[src/common/sleep_clock_defs.vh]
`ifndef SLEEP_CLOCK_DEFS_VH
`define SLEEP_CLOCK_DEFS_VH

// register addresses (8-bit special function space)
`define ADDR_SLEEP_CTRL 8'hbe
`define ADDR_CLOCK_SELECT 8'hc6
`define ADDR_POWER_CONTROL 8'h87

// sleep_and_oscillator_control fields
`define SLP_CAL_DIS 7
`define SLP_CRYSTAL_STABLE_FLAG 6
`define SLP_FAST_RC_STABLE_FLAG 5
`define SLP_RST_HI 4
`define SLP_RST_LO 3
`define SLP_PD 2
`define SLP_MODE_HI 1
`define SLP_MODE_LO 0

// clock_select_register fields
`define CLK_SLOW_SEL 7
`define CLK_SRC_SEL 6
`define CLK_TICK_HI 5
`define CLK_TICK_LO 3
`define CLK_SPEED 0
`define CLK_TICK_RESET 3'h1

// power_control_register fields
`define POWER_CONTROL_REGISTER_ENTER 0
`define POWER_CONTROL_REGISTER_SPARE_HI 7
`define POWER_CONTROL_REGISTER_SPARE_LO 2

// reset causes
`define RST_POWER_ON 2'h0
`define RST_PIN 2'h1
`define RST_WATCHDOG 2'h2

// power modes
`define MODE_ACTIVE 2'h0
`define MODE_LIGHT 2'h1
`define MODE_DEEP 2'h2
`define MODE_DEEPEST 2'h3

// timing
`define CLK_MHZ 200
`define CAL_MAX_US 2000
`define CAL_CYCLES (`CAL_MAX_US * `CLK_MHZ)
`define SLOW_DIV_DEFAULT 6104

`endif

[src/sync2.v]
`timescale 1ns/1ps
module sync2 #(
  parameter WIDTH = 1
) (
  // clock and reset
  input wire clk,
  input wire reset_n,
  // data
  input wire [WIDTH-1:0] d,
  output reg [WIDTH-1:0] q
);
  reg [WIDTH-1:0] meta;

  always @(posedge clk or negedge reset_n) begin
    if (!reset_n) begin
      meta <= {WIDTH{1'b0}};
      q <= {WIDTH{1'b0}};
    end else begin
      meta <= d;
      q <= meta;
    end
  end
endmodule

[src/sleep_clock_ctrl.v]
`timescale 1ns/1ps
`include "sleep_clock_defs.vh"

// How it works
// RL1 - bit 7 disables slow RC calibration; 0 allows, 1 disables
// RL2 - writing 1 there takes effect only once fast RC is system clock
// RL3 - disable bit returns to 0 after deep or deepest sleep
// RL4 - bit 6 reads 1 when crystal is powered and stable
// RL5 - software waits 64 us after crystal stable before selecting it
// RL6 - bit 5 reads 1 when fast RC is powered and stable
// RL7 - bits 4:3 hold last reset cause: power-on, pin, watchdog
// RL8 - bit 2 resets to 1 and powers down the unselected fast source
// RL9 - setting bit 2 during calibration waits for calibration end
// RL10 - mode field selects active, light, deep or deepest sleep
// RL11 - software sets mode then enter bit; enter bit always reads 0
// RL12 - enabled port or timer interrupt or power-on wakes, clearing mode
// RL13 - system clock is 16 MHz RC or 32 MHz crystal per select bit
// RL14 - source change happens only once new source is stable
// RL15 - speed bit mirrors source actually in use
// RL16 - software uses stable crystal before radio operation
// RL17 - after any reset the slow RC is enabled and selected
// RL18 - slow clock ticks sleep timer, watchdog and MAC timer strobe
// RL19 - slow crystal and slow RC never run together
// RL20 - software changes slow source only while on fast RC
// RL21 - fast RC calibrated while crystal in use and RC powered
// RL22 - slow RC calibrated in active mode on stable crystal only; code starts it only there, but a running one continues into deepest sleep
// RL23 - calibration up to 2 ms finishes before light or deep sleep
// RL24 - disabling calibration lets a running calibration complete
module sleep_clock_ctrl #(
  parameter CAL_CYCLES = `CAL_CYCLES,
  parameter SLOW_DIV = `SLOW_DIV_DEFAULT
) (
  // clock and reset
  input wire clk,
  input wire reset_n,
  // register port
  input wire [7:0] reg_addr,
  input wire reg_wr,
  input wire reg_rd,
  input wire [7:0] reg_wdata,
  output reg [7:0] reg_rdata,
  // reset cause, asynchronous pulses from reset logic
  input wire por_event,
  input wire pin_reset_event,
  input wire watchdog_reset_event,
  // wake sources
  input wire port_irq,
  input wire sleep_timer_irq,
  // oscillator status pins
  input wire crystal_ready,
  input wire fast_rc_ready,
  input wire slow_clock_in,
  // oscillator controls
  output reg fast_crystal_enable,
  output reg fast_rc_enable,
  output reg slow_crystal_enable,
  output reg slow_rc_enable,
  output reg sys_clock_is_crystal,
  output reg fast_rc_cal_active,
  output reg slow_rc_cal_active,
  // power and timers
  output reg [1:0] power_state,
  output reg cpu_halt,
  output reg slow_tick
);
  localparam [3:0] ST_ACTIVE = 4'h1;
  localparam [3:0] ST_DRAIN = 4'h2;
  localparam [3:0] ST_SLEEP = 4'h4;
  localparam [3:0] ST_IDLE = 4'h8;

  wire [2:0] rst_sync;
  wire [3:0] osc_sync;
  wire xtal_ok = osc_sync[0];
  wire rc_ok = osc_sync[1];
  wire slow_lvl = osc_sync[2];
  wire wake = osc_sync[3];

  sync2 #(.WIDTH(3)) u_rst_sync (
    .clk(clk),
    .reset_n(reset_n),
    .d({watchdog_reset_event, pin_reset_event, por_event}),
    .q(rst_sync)
  );
  sync2 #(.WIDTH(4)) u_osc_sync (
    .clk(clk),
    .reset_n(reset_n),
    .d({port_irq | sleep_timer_irq | por_event, slow_clock_in, fast_rc_ready, crystal_ready}),
    .q(osc_sync)
  );

  reg [3:0] state;
  reg [1:0] mode;
  reg cal_dis_req;
  reg cal_dis;
  reg pd_req;
  reg pd;
  reg [1:0] rst_cause;
  reg src_sel;
  reg slow_sel;
  reg [2:0] tick_speed;
  reg [5:0] power_control_register_spare;
  reg [31:0] cal_cnt;
  reg [15:0] div_cnt;
  reg slow_prev;

  wire cal_running = (cal_cnt != 32'h0);
  wire in_active = (state == ST_ACTIVE) || (state == ST_IDLE);
  wire wr_sleep = reg_wr && (reg_addr == `ADDR_SLEEP_CTRL);
  wire wr_clk = reg_wr && (reg_addr == `ADDR_CLOCK_SELECT);
  wire wr_power_control_register = reg_wr && (reg_addr == `ADDR_POWER_CONTROL);
  wire enter = wr_power_control_register && reg_wdata[`POWER_CONTROL_REGISTER_ENTER];
  wire cal_allowed = in_active && sys_clock_is_crystal && xtal_ok && !cal_dis && slow_sel; // RL22
  wire new_src_stable = src_sel ? rc_ok : xtal_ok;

  // calibration and clock source
  always @(posedge clk or negedge reset_n) begin
    if (!reset_n) begin
      cal_cnt <= 32'h0;
      sys_clock_is_crystal <= 1'b0;
      slow_rc_cal_active <= 1'b0;
      fast_rc_cal_active <= 1'b0;
    end else begin
      // a started calibration always completes
      if (cal_running) // RL24
        cal_cnt <= cal_cnt - 32'h1;
      else if (cal_allowed)
        cal_cnt <= CAL_CYCLES[31:0];
      if (sys_clock_is_crystal != !src_sel && new_src_stable) // RL14
        sys_clock_is_crystal <= !src_sel; // RL13
      slow_rc_cal_active <= cal_running || cal_allowed;
      fast_rc_cal_active <= in_active && sys_clock_is_crystal && fast_rc_enable; // RL21
    end
  end

  // register state
  always @(posedge clk or negedge reset_n) begin
    if (!reset_n) begin
      mode <= `MODE_ACTIVE;
      cal_dis_req <= 1'b0;
      cal_dis <= 1'b0;
      pd_req <= 1'b1;
      pd <= 1'b1;
      rst_cause <= `RST_POWER_ON;
      src_sel <= 1'b1;
      slow_sel <= 1'b1;
      tick_speed <= `CLK_TICK_RESET;
      power_control_register_spare <= 6'h0;
    end else begin
      if (rst_sync[2])
        rst_cause <= `RST_WATCHDOG; // RL7
      else if (rst_sync[1])
        rst_cause <= `RST_PIN;
      else if (rst_sync[0])
        rst_cause <= `RST_POWER_ON;
      if (wr_sleep) begin
        mode <= reg_wdata[`SLP_MODE_HI:`SLP_MODE_LO]; // RL10
        cal_dis_req <= reg_wdata[`SLP_CAL_DIS]; // RL1
        pd_req <= reg_wdata[`SLP_PD];
      end else if (wake && state == ST_SLEEP) begin
        mode <= `MODE_ACTIVE; // RL12
        if (mode == `MODE_DEEP || mode == `MODE_DEEPEST) begin
          cal_dis_req <= 1'b0; // RL3
          slow_sel <= 1'b1; // RL17
          src_sel <= 1'b1;
        end
      end
      // disabling waits for fast RC as system clock; enabling is immediate
      if (!cal_dis_req || !sys_clock_is_crystal) // RL2
        cal_dis <= cal_dis_req;
      if (state == ST_SLEEP && wake && (mode == `MODE_DEEP || mode == `MODE_DEEPEST))
        cal_dis <= 1'b0; // RL3
      if (!pd_req || !cal_running) // RL9
        pd <= pd_req;
      if (wr_clk) begin
        src_sel <= reg_wdata[`CLK_SRC_SEL];
        // slow source only honoured while on fast RC
        if (!sys_clock_is_crystal) // RL20
          slow_sel <= reg_wdata[`CLK_SLOW_SEL];
        tick_speed <= reg_wdata[`CLK_TICK_HI:`CLK_TICK_LO];
      end
      if (wr_power_control_register)
        power_control_register_spare <= reg_wdata[`POWER_CONTROL_REGISTER_SPARE_HI:`POWER_CONTROL_REGISTER_SPARE_LO];
    end
  end

  // power mode sequencer
  always @(posedge clk or negedge reset_n) begin
    if (!reset_n) begin
      state <= ST_ACTIVE;
      power_state <= `MODE_ACTIVE;
      cpu_halt <= 1'b0;
    end else begin
      case (state)
        ST_ACTIVE: begin
          if (enter) begin // RL11
            if (mode == `MODE_ACTIVE)
              state <= ST_IDLE;
            else
              state <= ST_DRAIN;
            cpu_halt <= 1'b1;
          end
        end
        ST_DRAIN: begin
          // light and deep sleep wait out a running calibration
          if (!cal_running || mode == `MODE_DEEPEST) begin // RL23
            state <= ST_SLEEP;
            power_state <= mode;
          end
        end
        ST_SLEEP: begin
          if (wake) begin // RL12
            state <= ST_ACTIVE;
            power_state <= `MODE_ACTIVE;
            cpu_halt <= 1'b0;
          end
        end
        ST_IDLE: begin
          if (wake) begin
            state <= ST_ACTIVE;
            cpu_halt <= 1'b0;
          end
        end
        default: begin
          state <= ST_ACTIVE;
          power_state <= `MODE_ACTIVE;
          cpu_halt <= 1'b0;
        end
      endcase
    end
  end

  // oscillator enables and slow tick
  always @(posedge clk or negedge reset_n) begin
    if (!reset_n) begin
      fast_crystal_enable <= 1'b0;
      fast_rc_enable <= 1'b1;
      slow_crystal_enable <= 1'b0;
      slow_rc_enable <= 1'b1; // RL17
      div_cnt <= 16'h0;
      slow_prev <= 1'b0;
      slow_tick <= 1'b0;
    end else begin
      if (state == ST_SLEEP) begin
        fast_crystal_enable <= 1'b0;
        fast_rc_enable <= 1'b0;
      end else begin
        // pd=1 powers down the source not selected
        fast_crystal_enable <= !pd || !src_sel || sys_clock_is_crystal; // RL8
        fast_rc_enable <= !pd || src_sel || !sys_clock_is_crystal;
      end
      slow_crystal_enable <= !slow_sel && !(state == ST_SLEEP && power_state == `MODE_DEEPEST); // RL19
      slow_rc_enable <= slow_sel && !(state == ST_SLEEP && power_state == `MODE_DEEPEST);
      slow_prev <= slow_lvl;
      // calibrated RC: slow clock derived from the fast clock
      if (slow_rc_cal_active) begin
        if (div_cnt >= SLOW_DIV[15:0] - 16'h1) begin
          div_cnt <= 16'h0;
          slow_tick <= 1'b1; // RL18
        end else begin
          div_cnt <= div_cnt + 16'h1;
          slow_tick <= 1'b0;
        end
      end else begin
        div_cnt <= 16'h0;
        slow_tick <= slow_lvl && !slow_prev; // RL18
      end
    end
  end

  // register reads, registered
  always @(posedge clk or negedge reset_n) begin
    if (!reset_n) begin
      reg_rdata <= 8'h0;
    end else if (reg_rd) begin
      if (reg_addr == `ADDR_SLEEP_CTRL)
        reg_rdata <= {cal_dis, xtal_ok && fast_crystal_enable, rc_ok && fast_rc_enable, // RL4 RL6
                      rst_cause, pd, mode};
      else if (reg_addr == `ADDR_CLOCK_SELECT)
        reg_rdata <= {slow_sel, src_sel, tick_speed, 2'h0, !sys_clock_is_crystal}; // RL15
      else if (reg_addr == `ADDR_POWER_CONTROL)
        reg_rdata <= {power_control_register_spare, 2'h0}; // RL11
      else
        reg_rdata <= 8'h0;
    end
  end
endmodule

[config.mk]
export PLATFORM = sky130hd
export DESIGN_NAME = sleep_clock_ctrl
export DESIGN_NICKNAME = d
export VERILOG_FILES = /design/src/sync2.v /design/src/sleep_clock_ctrl.v
export VERILOG_INCLUDE_DIRS = /design/src /design/src/common
export SDC_FILE = /design/constraint.sdc
export NUM_CORES = 1
export LEC_CHECK = 0
export ABC_CLOCK_PERIOD_IN_PS = 7100
export BUFFER_PORTS_ARGS = -buffer_cell sky130_fd_sc_hd__buf_2
export CAP_MARGIN = 20
export CORE_UTILIZATION = 40
export CTS_BUF_LIST = sky130_fd_sc_hd__clkbuf_4 sky130_fd_sc_hd__clkbuf_8
export DETAILED_ROUTE_END_ITERATION = 16
export MAX_ROUTING_LAYER = met4
export PLACE_DENSITY = 0.58
export SYNTH_ARGS = -nofsm -noshare
export SYNTH_HDL_FRONTEND = slang
export SYNTH_SLANG_ARGS = --single-unit
[constraint.sdc]
create_clock -name clk -period 7.1 [get_ports clk]
set_input_delay 0.355 -clock clk [delete_from_list [all_inputs] [get_ports clk]]
set_output_delay 0.355 -clock clk [all_outputs]
set_load 0.01 [all_outputs]
==> results of run 1 <==
cell families after synthesis:
kind of cell,count (synthesis)
buffers and inverters,24
DFF,105
xor gates and xnor gates,33
AOI/OAI and AO/OA,70
other,1
muxes,12
and+or+nand+nor,171
adders and majority gates,2
per-stage QoR:
stage | hold slack, ns | instances | util
2_1_floorplan | 0.0594 | 420 | -
3_3_place_gp | 0.308 | 599 | 0.451
6_report | 0.0822 | 617 | 0.471
3_5_place_dp | 0.318 | 600 | 0.451
5_1_grt | 0.0553 | 617 | 0.471
4_1_cts | 0.0600 | 617 | 0.471
layout make-up:
class	count	area, um2
Tap cell	140	175
Sequential cell	105	2640
Clock buffer	11	139
Inverter	13	48.8
Multi-Input combinational cell	291	1830
Clock inverter	5	65.1
Fill cell	1016	5810
Timing Repair Buffer	52	278
worst paths after layout:
path / startpoint / to / cells after the start
max in group asynchronous: reset_n / cal_cnt[23]$_DFFE_PN0P_ / 3
max reg2reg: cal_cnt[20]$_DFFE_PN0P_ / power_state[1]$_DFFE_PN0P_ / 5
max: cal_cnt[20]$_DFFE_PN0P_ / power_state[1]$_DFFE_PN0P_ / 5
min in group asynchronous: reset_n / div_cnt[9]$_DFF_PN0_ / 2
min reg2reg: u_rst_sync.meta[1]$_DFF_PN0_ / u_rst_sync.q[1]$_DFF_PN0_ / 0
min: watchdog_reset_event / u_rst_sync.meta[2]$_DFF_PN0_ / 1
cells in the mapped netlist (3+ instances only):
cell / instances
dfrtp_1: 97
nor2_1: 51
nand2_1: 25
a21oi_1: 20
xor2_1: 18
nand3_1: 15
xnor2_1: 15
inv_1: 13
nor3_1: 13
nor4_1: 13
o21ai_0: 12
mux2_2: 9
dfstp_2: 8
clkbuf_1: 7
a21o_1: 6
a31oi_1: 6
a22oi_1: 5
and3_1: 5
nand2b_1: 5
nor2b_1: 5
or3_1: 5
or4_1: 5
nor4b_1: 4
a211oi_1: 3
and2_1: 3
mux2i_1: 3
nand4_1: 3
nand4b_1: 3
o211ai_1: 3
o21a_1: 3
layout by cell type, fill, tap and decap left out, types with 8 or more instances in the layout:
| cell | Yosys | routed |
|---|---|---|
| dfrtp_1 | 97 | 97 |
| nor2_1 | 51 | 51 |
| buf_2 | 1 | 46 |
| nand2_1 | 25 | 25 |
| a21oi_1 | 20 | 20 |
| xor2_1 | 18 | 18 |
| nand3_1 | 15 | 15 |
| xnor2_1 | 15 | 15 |
| inv_1 | 13 | 13 |
| nor4_1 | 13 | 13 |
| nor3_1 | 13 | 13 |
| o21ai_0 | 12 | 12 |
| mux2_2 | 9 | 9 |
| clkbuf_8 | 0 | 9 |
| dfstp_2 | 8 | 8 |
where the power goes:
part           leakage [uW]  internal, uW  total, uW  switching, uW
logic              0.000918           146        336            191
clock network     0.0000985           174        382            208
registers           0.00131           692        793            102
sequential cells by signal, summed over array words and instances, names as in the netlist, 2 cells and up:
signal and flops:
reg_rdata 8, cal_cnt 32, u_osc_sync.q 4, u_osc_sync.meta 4
state 4, rst_cause 2, u_rst_sync.meta 3, div_cnt 16
mode 2, u_rst_sync.q 3, power_state 2, tick_speed 3
power_control_register_spare 6
metal layers:
layer | vias to the layer above | global-route usage
li1 | 1597 | -
met1 | 1582 | 0.224
met2 | 80 | 0.269
met3 | 6 | 0.0460
met4 | 0 | 0.0569
met5 | - | -
critical path, cell delays in order, from the launching register on:
cell      delay [ns]
dfrtp_1         0.44
or4_4           0.54
or4_1           0.67
nor3_4          0.64
mux2i_1         0.26
o211ai_1        0.10
==> qor.txt, run 1 <==
Synth Area per Inst - 10.9 um2
DIE WIDTH - 109 um
Worst EP arrival - 3.02 ns
Tmin final - 2.77 ns
Post-Synthesis Cells - 418
Post-DP Area - 4960 um2
DRC errors left - 0
Largest net degree at the start of global routing - 75
Post-Synthesis Cell Area - 4560 um2
Port buffer count - 46
R2R Setup Slk - 4.33 ns
Hold-fix buffers, CTS - 1
Post-CTS Setup Bufs - 0
Sequential area share after synthesis - 0.578
First-pass GRT wire length - 15.3 mm
Portion of netlist area occupied by mux cells - 0.0288
Top layer used by detailed routing - met4
DR iter-0 viols - 103
Wire length on met2 - 4.26 mm
Root buf cell - clkbuf_8
Post-route ant nets - 0
Setup TNS - 0 ns
Simple-Gate Fraction of Synth Area - 0.202
Hold Path Class - primary input to flop
Largest family of logic cells by synthesized area - simple AND/OR/NAND/NOR gates
Crit path launch type - flop
Ys flop type - dfrtp_1
Ys Warns - 0
Status - completed
Yosys top cell by area - dfrtp_1
XOR/XNOR Fraction of Synth Area - 0.0633
RSZ-0062 raised after global routing - no
Maximum vdd ir drop - 0.120 mV
Area share of fa/ha/maj cells after synthesis - 0.00548
Pre-CTS setup slack - 4.34 ns
CTS tree - yes
Worst Max-Slew Pin Slew - 0.986 ns
CP Class - flop to flop
Final setup vio count - 0
Total design power - 1510 uW
Layout cells sized above 1 - 0.195
PnR worst setup slack - 4.33 ns
GRT Overall Usage - 0.174
Ys async rst share - 1.00
Worst slew margin - 0.336
Hold Vio Cnt, Final - 0
Drt total wl - 9.04 mm
Die Ht - 109 um
Share of the synthesized area in the top cell type - 0.532
Num CTS Buffers - 9
Core Area - 11000 um2
CTS clock-pin slew for the worst setup and hold paths - 0.10 ns
Vias in the first global route - 3230
Compound-Gate Fraction of Synth Area - 0.0990
HPWL Detailed - 6.40 mm
Synthesis-to-layout area growth - 13.4%
DRT met1 WL - 4.32 mm
Initial cell density of the core - 0.415
Cell area after layout - 5170 um2
Final Slew Violations - 0
Clk Latency, worst-skew pair - 0.37 ns
DIE AREA - 11800 um2
Clock Sinks - 105
Initial antenna violation count - 0
Worst EP required - 7.35 ns
Post-layout net count - 502
Synth unique cells - 58
WL/cell - 14.6 um
Setup Skew - 0.0101 ns
Routed wl met3 - 407 um
PostCTS Resize Cnt - 0
Top cells by area, synth - dfrtp_1 (53%), dfstp_2 (4.6%), nor2_1 (4.2%)
Yosys reg bits - 105
Tcrit/Tclk final - 0.390
CTS Buffer Depth - 2
ANT cells - 0
TritonRoute pass-1 iters - 4
I/O pin cnt - 47
Global route overflow - 0
Via count - 3265
EDFF count, synth - 0
PwrDens - 292 nW/um2
Worst-path maximum fanout - 19
Max Fclk - 361 MHz
Vias per cell - 5.29
CTS H-tree depth - 3
Max Cap Violations - 0
Placer Congestion - 0.802
Leak - 0.00233 uW
CP endpoint kind - flop
Num rows - 38
No activity file was read; power rests on OpenSTA's default activity.
==> inputs of run 2 (changes only) <==
ABC_CLOCK_PERIOD_IN_PS = 2300   (was 7100)
PLACE_DENSITY = 0.6   (was 0.58)
clock period = 2.3 ns   (was 7.1 ns; I/O delays follow)
==> run 2 against run 1 <==
Combinational power increased to 4.5 times the previous value. Via count increased by 4.7%. Sequential power increased to 3.0 times the previous value. Highest routed layer unchanged.
==> qor.txt, run 2 (same netlist as run 1, synthesis figures left out) <==
Worst slew margin - 0.578 (+0.241)
DIE AREA - 11800 um2 (unchanged)
DRC errors left - 0 (unchanged)
Worst EP arrival - 2.54 ns (-0.48 ns)
CTS H-tree depth - 3 (unchanged)
Cell area after layout - 5630 um2 (+8.8%)
Max reg flops - 32 (unchanged)
Setup Skew - 0.00969 ns (-0.000452 ns)
Hold Startpoint - reg_rd
Post-DP Area - 5210 um2 (+5.0%)
Num CTS Buffers - 9 (unchanged)
Maximum vdd ir drop - 0.560 mV (+370%)
FF-to-FF End - cal_cnt[1]$_DFFE_PN0P_
Initial antenna violation count - 0 (unchanged)
Clock Sinks - 105 (unchanged)
Final setup vio count - 0 (unchanged)
Port buffer count - 46 (unchanged)
PwrDens - 902 nW/um2 (+210%)
Total design power - 5070 uW (+240%)
Reg2reg start - cal_cnt[22]$_DFFE_PN0P_
Post-route ant nets - 0 (unchanged)
CTS clock-pin slew for the worst setup and hold paths - 0.11 ns (about the same)
Reg2Reg Depth - 7 (+2)
Max Fclk - 440 MHz (+22%)
Worst Max-Slew Pin Slew - 0.625 ns (-0.361 ns)
Final core occ - 0.512 (+0.0412)
WHS - 0.0883 ns (+0.00605 ns)
Max stage delay on crit path - 0.56 ns (-0.11 ns)
Die Ht - 109 um (unchanged)
Top flop regs - cal_cnt x32, div_cnt x16, reg_rdata x8
Most frequent cells in the layout - dfrtp_1 (97), nor2_1 (51), buf_2 (45)
First-pass GRT wire length - 16.2 mm (+5.9%)
TritonRoute pass-1 iters - 4 (unchanged)
Final Slew Violations - 0 (unchanged)
Core Area - 11000 um2 (unchanged)
PnR worst setup slack - 0.0298 ns (-4.30 ns)
Hold Vio Cnt, Final - 0 (unchanged)
Drt total wl - 9.34 mm (+3.3%)
CTS tree - yes
Global route overflow - 0 (unchanged)
Pre-CTS setup slack - 0.0282 ns (-4.31 ns)
Root buf cell - clkbuf_8
WL/cell - 14.0 um (-4.1%)
Placer Congestion - 0.834 (+4.1%)
R2R Setup Slk - 0.03 ns (-4.30 ns)
ANT cells - 0 (unchanged)
Initial cell density of the core - 0.415 (unchanged)
CP Class - flop to flop
RSZ-0062 raised after global routing - yes
Synthesis-to-layout area growth - 23.3%
I/O pin cnt - 47 (unchanged)
Largest net degree at the start of global routing - 48 (-36%)
Most numerous cell on the critical path - or4_4
Via count - 3417 (+4.7%)
GRT Overall Usage - 0.183 (+0.00901)
Status - completed
Num rows - 38 (unchanged)
CTS Buffer Depth - 2 (unchanged)
Most common cell after layout, fill and taps aside - dfrtp_1
Post-layout net count - 550 (+9.6%)
Critical-path cell list - or4_4, or4_4, nor3_4, buf_12, buf_4, o21ai_0, o21a_1
Biggest register - cal_cnt
HPWL Detailed - 6.67 mm (+4.2%)
Vias in the first global route - 3430 (+6.2%)
DR iter-0 viols - 97 (-5.8%)
Crit path launch type - flop
Worst-path maximum fanout - 18 (-1)
Worst Hold End - reg_rdata[5]$_DFFE_PN0P_
Layout cells sized above 1 - 0.244 (+0.0488)
DIE WIDTH - 109 um (unchanged)
Worst EP required - 2.57 ns (-4.78 ns)
Vias per cell - 5.14 (-2.9%)
Max Cap Violations - 0 (unchanged)
CP endpoint kind - flop
Leak - 0.00256 uW (+10%)
Tmin final - 2.27 ns (-0.499 ns)
Hold path cells - 2 (+1)
Tcrit/Tclk final - 0.987 (+0.597)
Slowest cell on crit path - or4_4
Hold Path Class - primary input to flop
Clk Latency, worst-skew pair - 0.37 ns (about the same)
run 2: changes by cell type in the layout (fill, tap and decap cells not counted):
cell           previous run  this run
clkinv_4                  1         0
or4_1                     5         1
dlygate4sd3_1             1        18
inv_6                     0         2
buf_12                    0         2
buf_4                     5        35
buf_2                    46        45
clkbuf_8                  9        10
or4_4                     2         6
clkbuf_4                  2         0
run 2: timing repair:
item	in CTS	in global routing
setup buffers	0	2
setup endpoints to repair	0	8
hold buffers	18	0
resized for setup	0	3
hold endpoints to repair	65	0
run 2: metrics by stage:
| step | TNS [ns] | cells |
|---|---|---|
| floorplan | -0.277 | 420 |
| global placement | 0 | 629 |
| detailed placement | 0 | 629 |
| CTS | 0 | 663 |
| global route | -0.177 | 665 |
| finish | 0 | 665 |
run 2: worst max-delay path by stage:
stage,start,end,slack (ns),cells after the start
finish,cal_cnt[22]$_DFFE_PN0P_,cal_cnt[1]$_DFFE_PN0P_,0.03,7
detailed placement,cal_cnt[22]$_DFFE_PN0P_,power_state[1]$_DFFE_PN0P_,0.03,6
global placement,cal_cnt[22]$_DFFE_PN0P_,cal_cnt[0]$_DFFE_PN0P_,0.10,7
floorplan,cal_cnt[20]$_DFFE_PN0P_,cal_cnt[9]$_DFFE_PN0P_,-0.08,7
CTS,cal_cnt[22]$_DFFE_PN0P_,power_state[1]$_DFFE_PN0P_,0.01,6
global route,cal_cnt[22]$_DFFE_PN0P_,power_state[0]$_DFFE_PN0P_,-0.05,6
run 2: power breakdown:
part           leakage [uW]  switching [uW]  internal, uW
Sequential          0.00131             228          2140
Clock              0.000101             659           548
Combinational       0.00115             761           742
run 2: critical path: cells and delay by family, from the launching register on:
kind	cells	cell delay, ns
AOI/OAI and AO/OA	2	0.18
buffers and inverters	2	0.30
and+or+nand+nor	3	1.28
DFF	1	0.40
run 2: final cells by class:
type / instances / area, um2
fillers: 972 / 5360
flip-flops and latches: 105 / 2640
multi-input cells: 291 / 1840
repair buffers: 100 / 708
well taps: 140 / 175
clock buffers: 10 / 138
clock inverters: 6 / 73.8
inverters: 13 / 48.8
run 2: metal layers:
layer	GRT usage	share of wire	vias up
met4	0.0724	0.016	0
met5	-	0	-
met1	0.226	0.48	1643
met2	0.293	0.47	64
met3	0.0400	0.033	14
li1	-	-	1696
==> inputs of run 3 (changes only) <==
RECOVER_POWER = 25   (was not set)
==> run 3 against run 2 <==
Setup slack lost 0.00060 ns. Final area about the same. Die area did not move. Register-to-register slack is essentially flat. Sequential share of layout area hardly changed. Combinational power about the same. Maximum frequency is essentially flat. Sequential cell count is the same. Clock skew hardly changed. First-iteration DRC count stayed put. Routed wire length about the same. Power hardly changed. Critical endpoint unchanged. Largest power group unchanged. Highest routed layer unchanged.
==> qor.txt, run 3 (same netlist as run 1, synthesis figures left out) <==
RSZ-0062 raised after global routing - yes
Initial antenna violation count - 0 (unchanged)
Slowest cell on crit path - or4_4
Initial cell density of the core - 0.415 (unchanged)
CTS clock-pin slew for the worst setup and hold paths - 0.11 ns (about the same)
Worst EP required - 2.57 ns (about the same)
Drt total wl - 9.33 mm (about the same)
Maximum vdd ir drop - 0.559 mV (-0.14%)
Cell area after layout - 5620 um2 (about the same)
WHS - 0.0884 ns (+0.0000822 ns)
DIE AREA - 11800 um2 (unchanged)
Placer Congestion - 0.834 (unchanged)
Hold Path Class - primary input to flop
CP endpoint kind - flop
I/O pin cnt - 47 (unchanged)
Crit path launch type - flop
Via count - 3417 (unchanged)
Synthesis-to-layout area growth - 23.2% (about the same)
Worst Max-Slew Pin Slew - 1.20 ns (+0.576 ns)
Most frequent cells in the layout - dfrtp_1 (97), nor2_1 (51), buf_2 (44)
Post-DP Area - 5210 um2 (unchanged)
PwrDens - 903 nW/um2 (about the same)
Final Slew Violations - 0 (unchanged)
Multi-input logic area - 1840 um2 (unchanged)
Reg area - 2640 um2 (unchanged)
HPWL Detailed - 6.67 mm (unchanged)
Global route overflow - 0 (unchanged)
Die Ht - 109 um (unchanged)
Port buffer count - 46 (unchanged)
Critical path's top delay family - simple AND/OR/NAND/NOR gates
CP Class - flop to flop
First-pass GRT wire length - 16.2 mm (unchanged)
Tmin final - 2.27 ns (+0.000604 ns)
Worst EP arrival - 2.54 ns (about the same)
Post-layout net count - 550 (unchanged)
Clock Sinks - 105 (unchanged)
Final setup vio count - 0 (unchanged)
DIE WIDTH - 109 um (unchanged)
Vias per cell - 5.14 (unchanged)
Worst path bufs/invs - 2 (unchanged)
Biggest register - cal_cnt
Worst-path maximum fanout - 18 (unchanged)
Top flop regs - cal_cnt x32, div_cnt x16, reg_rdata x8
DR iter-0 viols - 97 (unchanged)
Num CTS Buffers - 9 (unchanged)
Hold Vio Cnt, Final - 0 (unchanged)
Leak - 0.00256 uW (about the same)
Status - completed
DRC errors left - 0 (unchanged)
Tcrit/Tclk final - 0.987 (about the same)
GRT Overall Usage - 0.183 (unchanged)
Root buf cell - clkbuf_8
Post-route ant nets - 0 (unchanged)
Max reg flops - 32 (unchanged)
Fillers - 973 (+0.10%)
ANT cells - 0 (unchanged)
Most numerous cell on the critical path - or4_4
Most common cell after layout, fill and taps aside - dfrtp_1
Core Area - 11000 um2 (unchanged)
Max Cap Violations - 0 (unchanged)
Layout cells sized above 1 - 0.244 (unchanged)
Num rows - 38 (unchanged)
Clk Latency, worst-skew pair - 0.37 ns (about the same)
CTS H-tree depth - 3 (unchanged)
Largest net degree at the start of global routing - 48 (unchanged)
Max Fclk - 440 MHz (about the same)
TritonRoute pass-1 iters - 7 (+3)
WL/cell - 14.0 um (about the same)
CTS Buffer Depth - 2 (unchanged)
Worst slew margin - 0.199 (-0.378)
Vias in the first global route - 3430 (unchanged)
Final core occ - 0.512 (about the same)
Max stage delay on crit path - 0.56 ns (about the same)
Critical-path cell list - or4_4, or4_4, nor3_4, buf_12, buf_4, o21ai_0, o21a_1
CTS tree - yes
Setup Skew - 0.00970 ns (+0.00000145 ns)
run 3: final cells by class:
cell class / count / share of cell area
Sequential cell: 105 / 0.469
Inverter: 13 / 0.00868
Clock buffer: 10 / 0.0245
Multi-Input combinational cell: 291 / 0.328
Clock inverter: 6 / 0.0131
Tap cell: 140 / 0.0312
Timing Repair Buffer: 100 / 0.126
run 3: stage by stage:
stage	std cells	total power [uW]	setup TNS (ns)	worst slack, ns
2_1_floorplan	420	3290	-0.277	-0.0845
3_3_place_gp	629	3790	0	0.101
3_5_place_dp	629	3830	0	0.0282
4_1_cts	663	5090	0	0.00969
5_1_grt	665	5410	-0.177	-0.0525
6_report	665	5080	0	0.0292
run 3: layer usage:
| layer | part of all wire | up-vias | GRT usage |
|---|---|---|---|
| met3 | 0.035 | 14 | 0.0400 |
| met2 | 0.47 | 67 | 0.293 |
| met4 | 0.016 | 0 | 0.0724 |
| met5 | 0 | - | - |
| met1 | 0.48 | 1640 | 0.226 |
| li1 | - | 1696 | - |
run 3: power breakdown:
group / total, uW / leakage [uW] / internal [uW] / switching (uW)
Combinational: 1510 / 0.00115 / 742 / 764
Sequential: 2360 / 0.00131 / 2140 / 228
Clock: 1210 / 0.000101 / 548 / 659
run 3: worst reg2reg max path: stages, from the launching register on:
cell	delay, ns
dfrtp_1	0.40
or4_4	0.55
or4_4	0.57
nor3_4	0.17
buf_12	0.18
buf_4	0.12
o21ai_0	0.08
o21a_1	0.10
run 3: path summary, 6_finish.rpt:
kind                                                    from                         to  slack (ns)  cells past startpoint
worst max-delay path                 cal_cnt[22]$_DFFE_PN0P_     cal_cnt[1]$_DFFE_PN0P_        0.03                      7
worst min-delay path                                  reg_rd   reg_rdata[5]$_DFFE_PN0P_        0.09                      2
worst max register to register       cal_cnt[22]$_DFFE_PN0P_     cal_cnt[1]$_DFFE_PN0P_        0.03                      7
worst min register to register  u_rst_sync.meta[0]$_DFF_PN0_  u_rst_sync.q[0]$_DFF_PN0_        0.36                      0
min in group asynchronous                            reset_n       div_cnt[3]$_DFF_PN0_        0.52                      2
max in group asynchronous                            reset_n       state[0]$_DFFE_PN1P_        0.84                      3
run 3: what timing repair did:
item                       4_1_cts  5_1_grt
buffers inserted                 0        2
hold buffers                    18        0
setup endpoints to repair        0        8
resized for setup                0        3
hold endpoints to repair        65        0
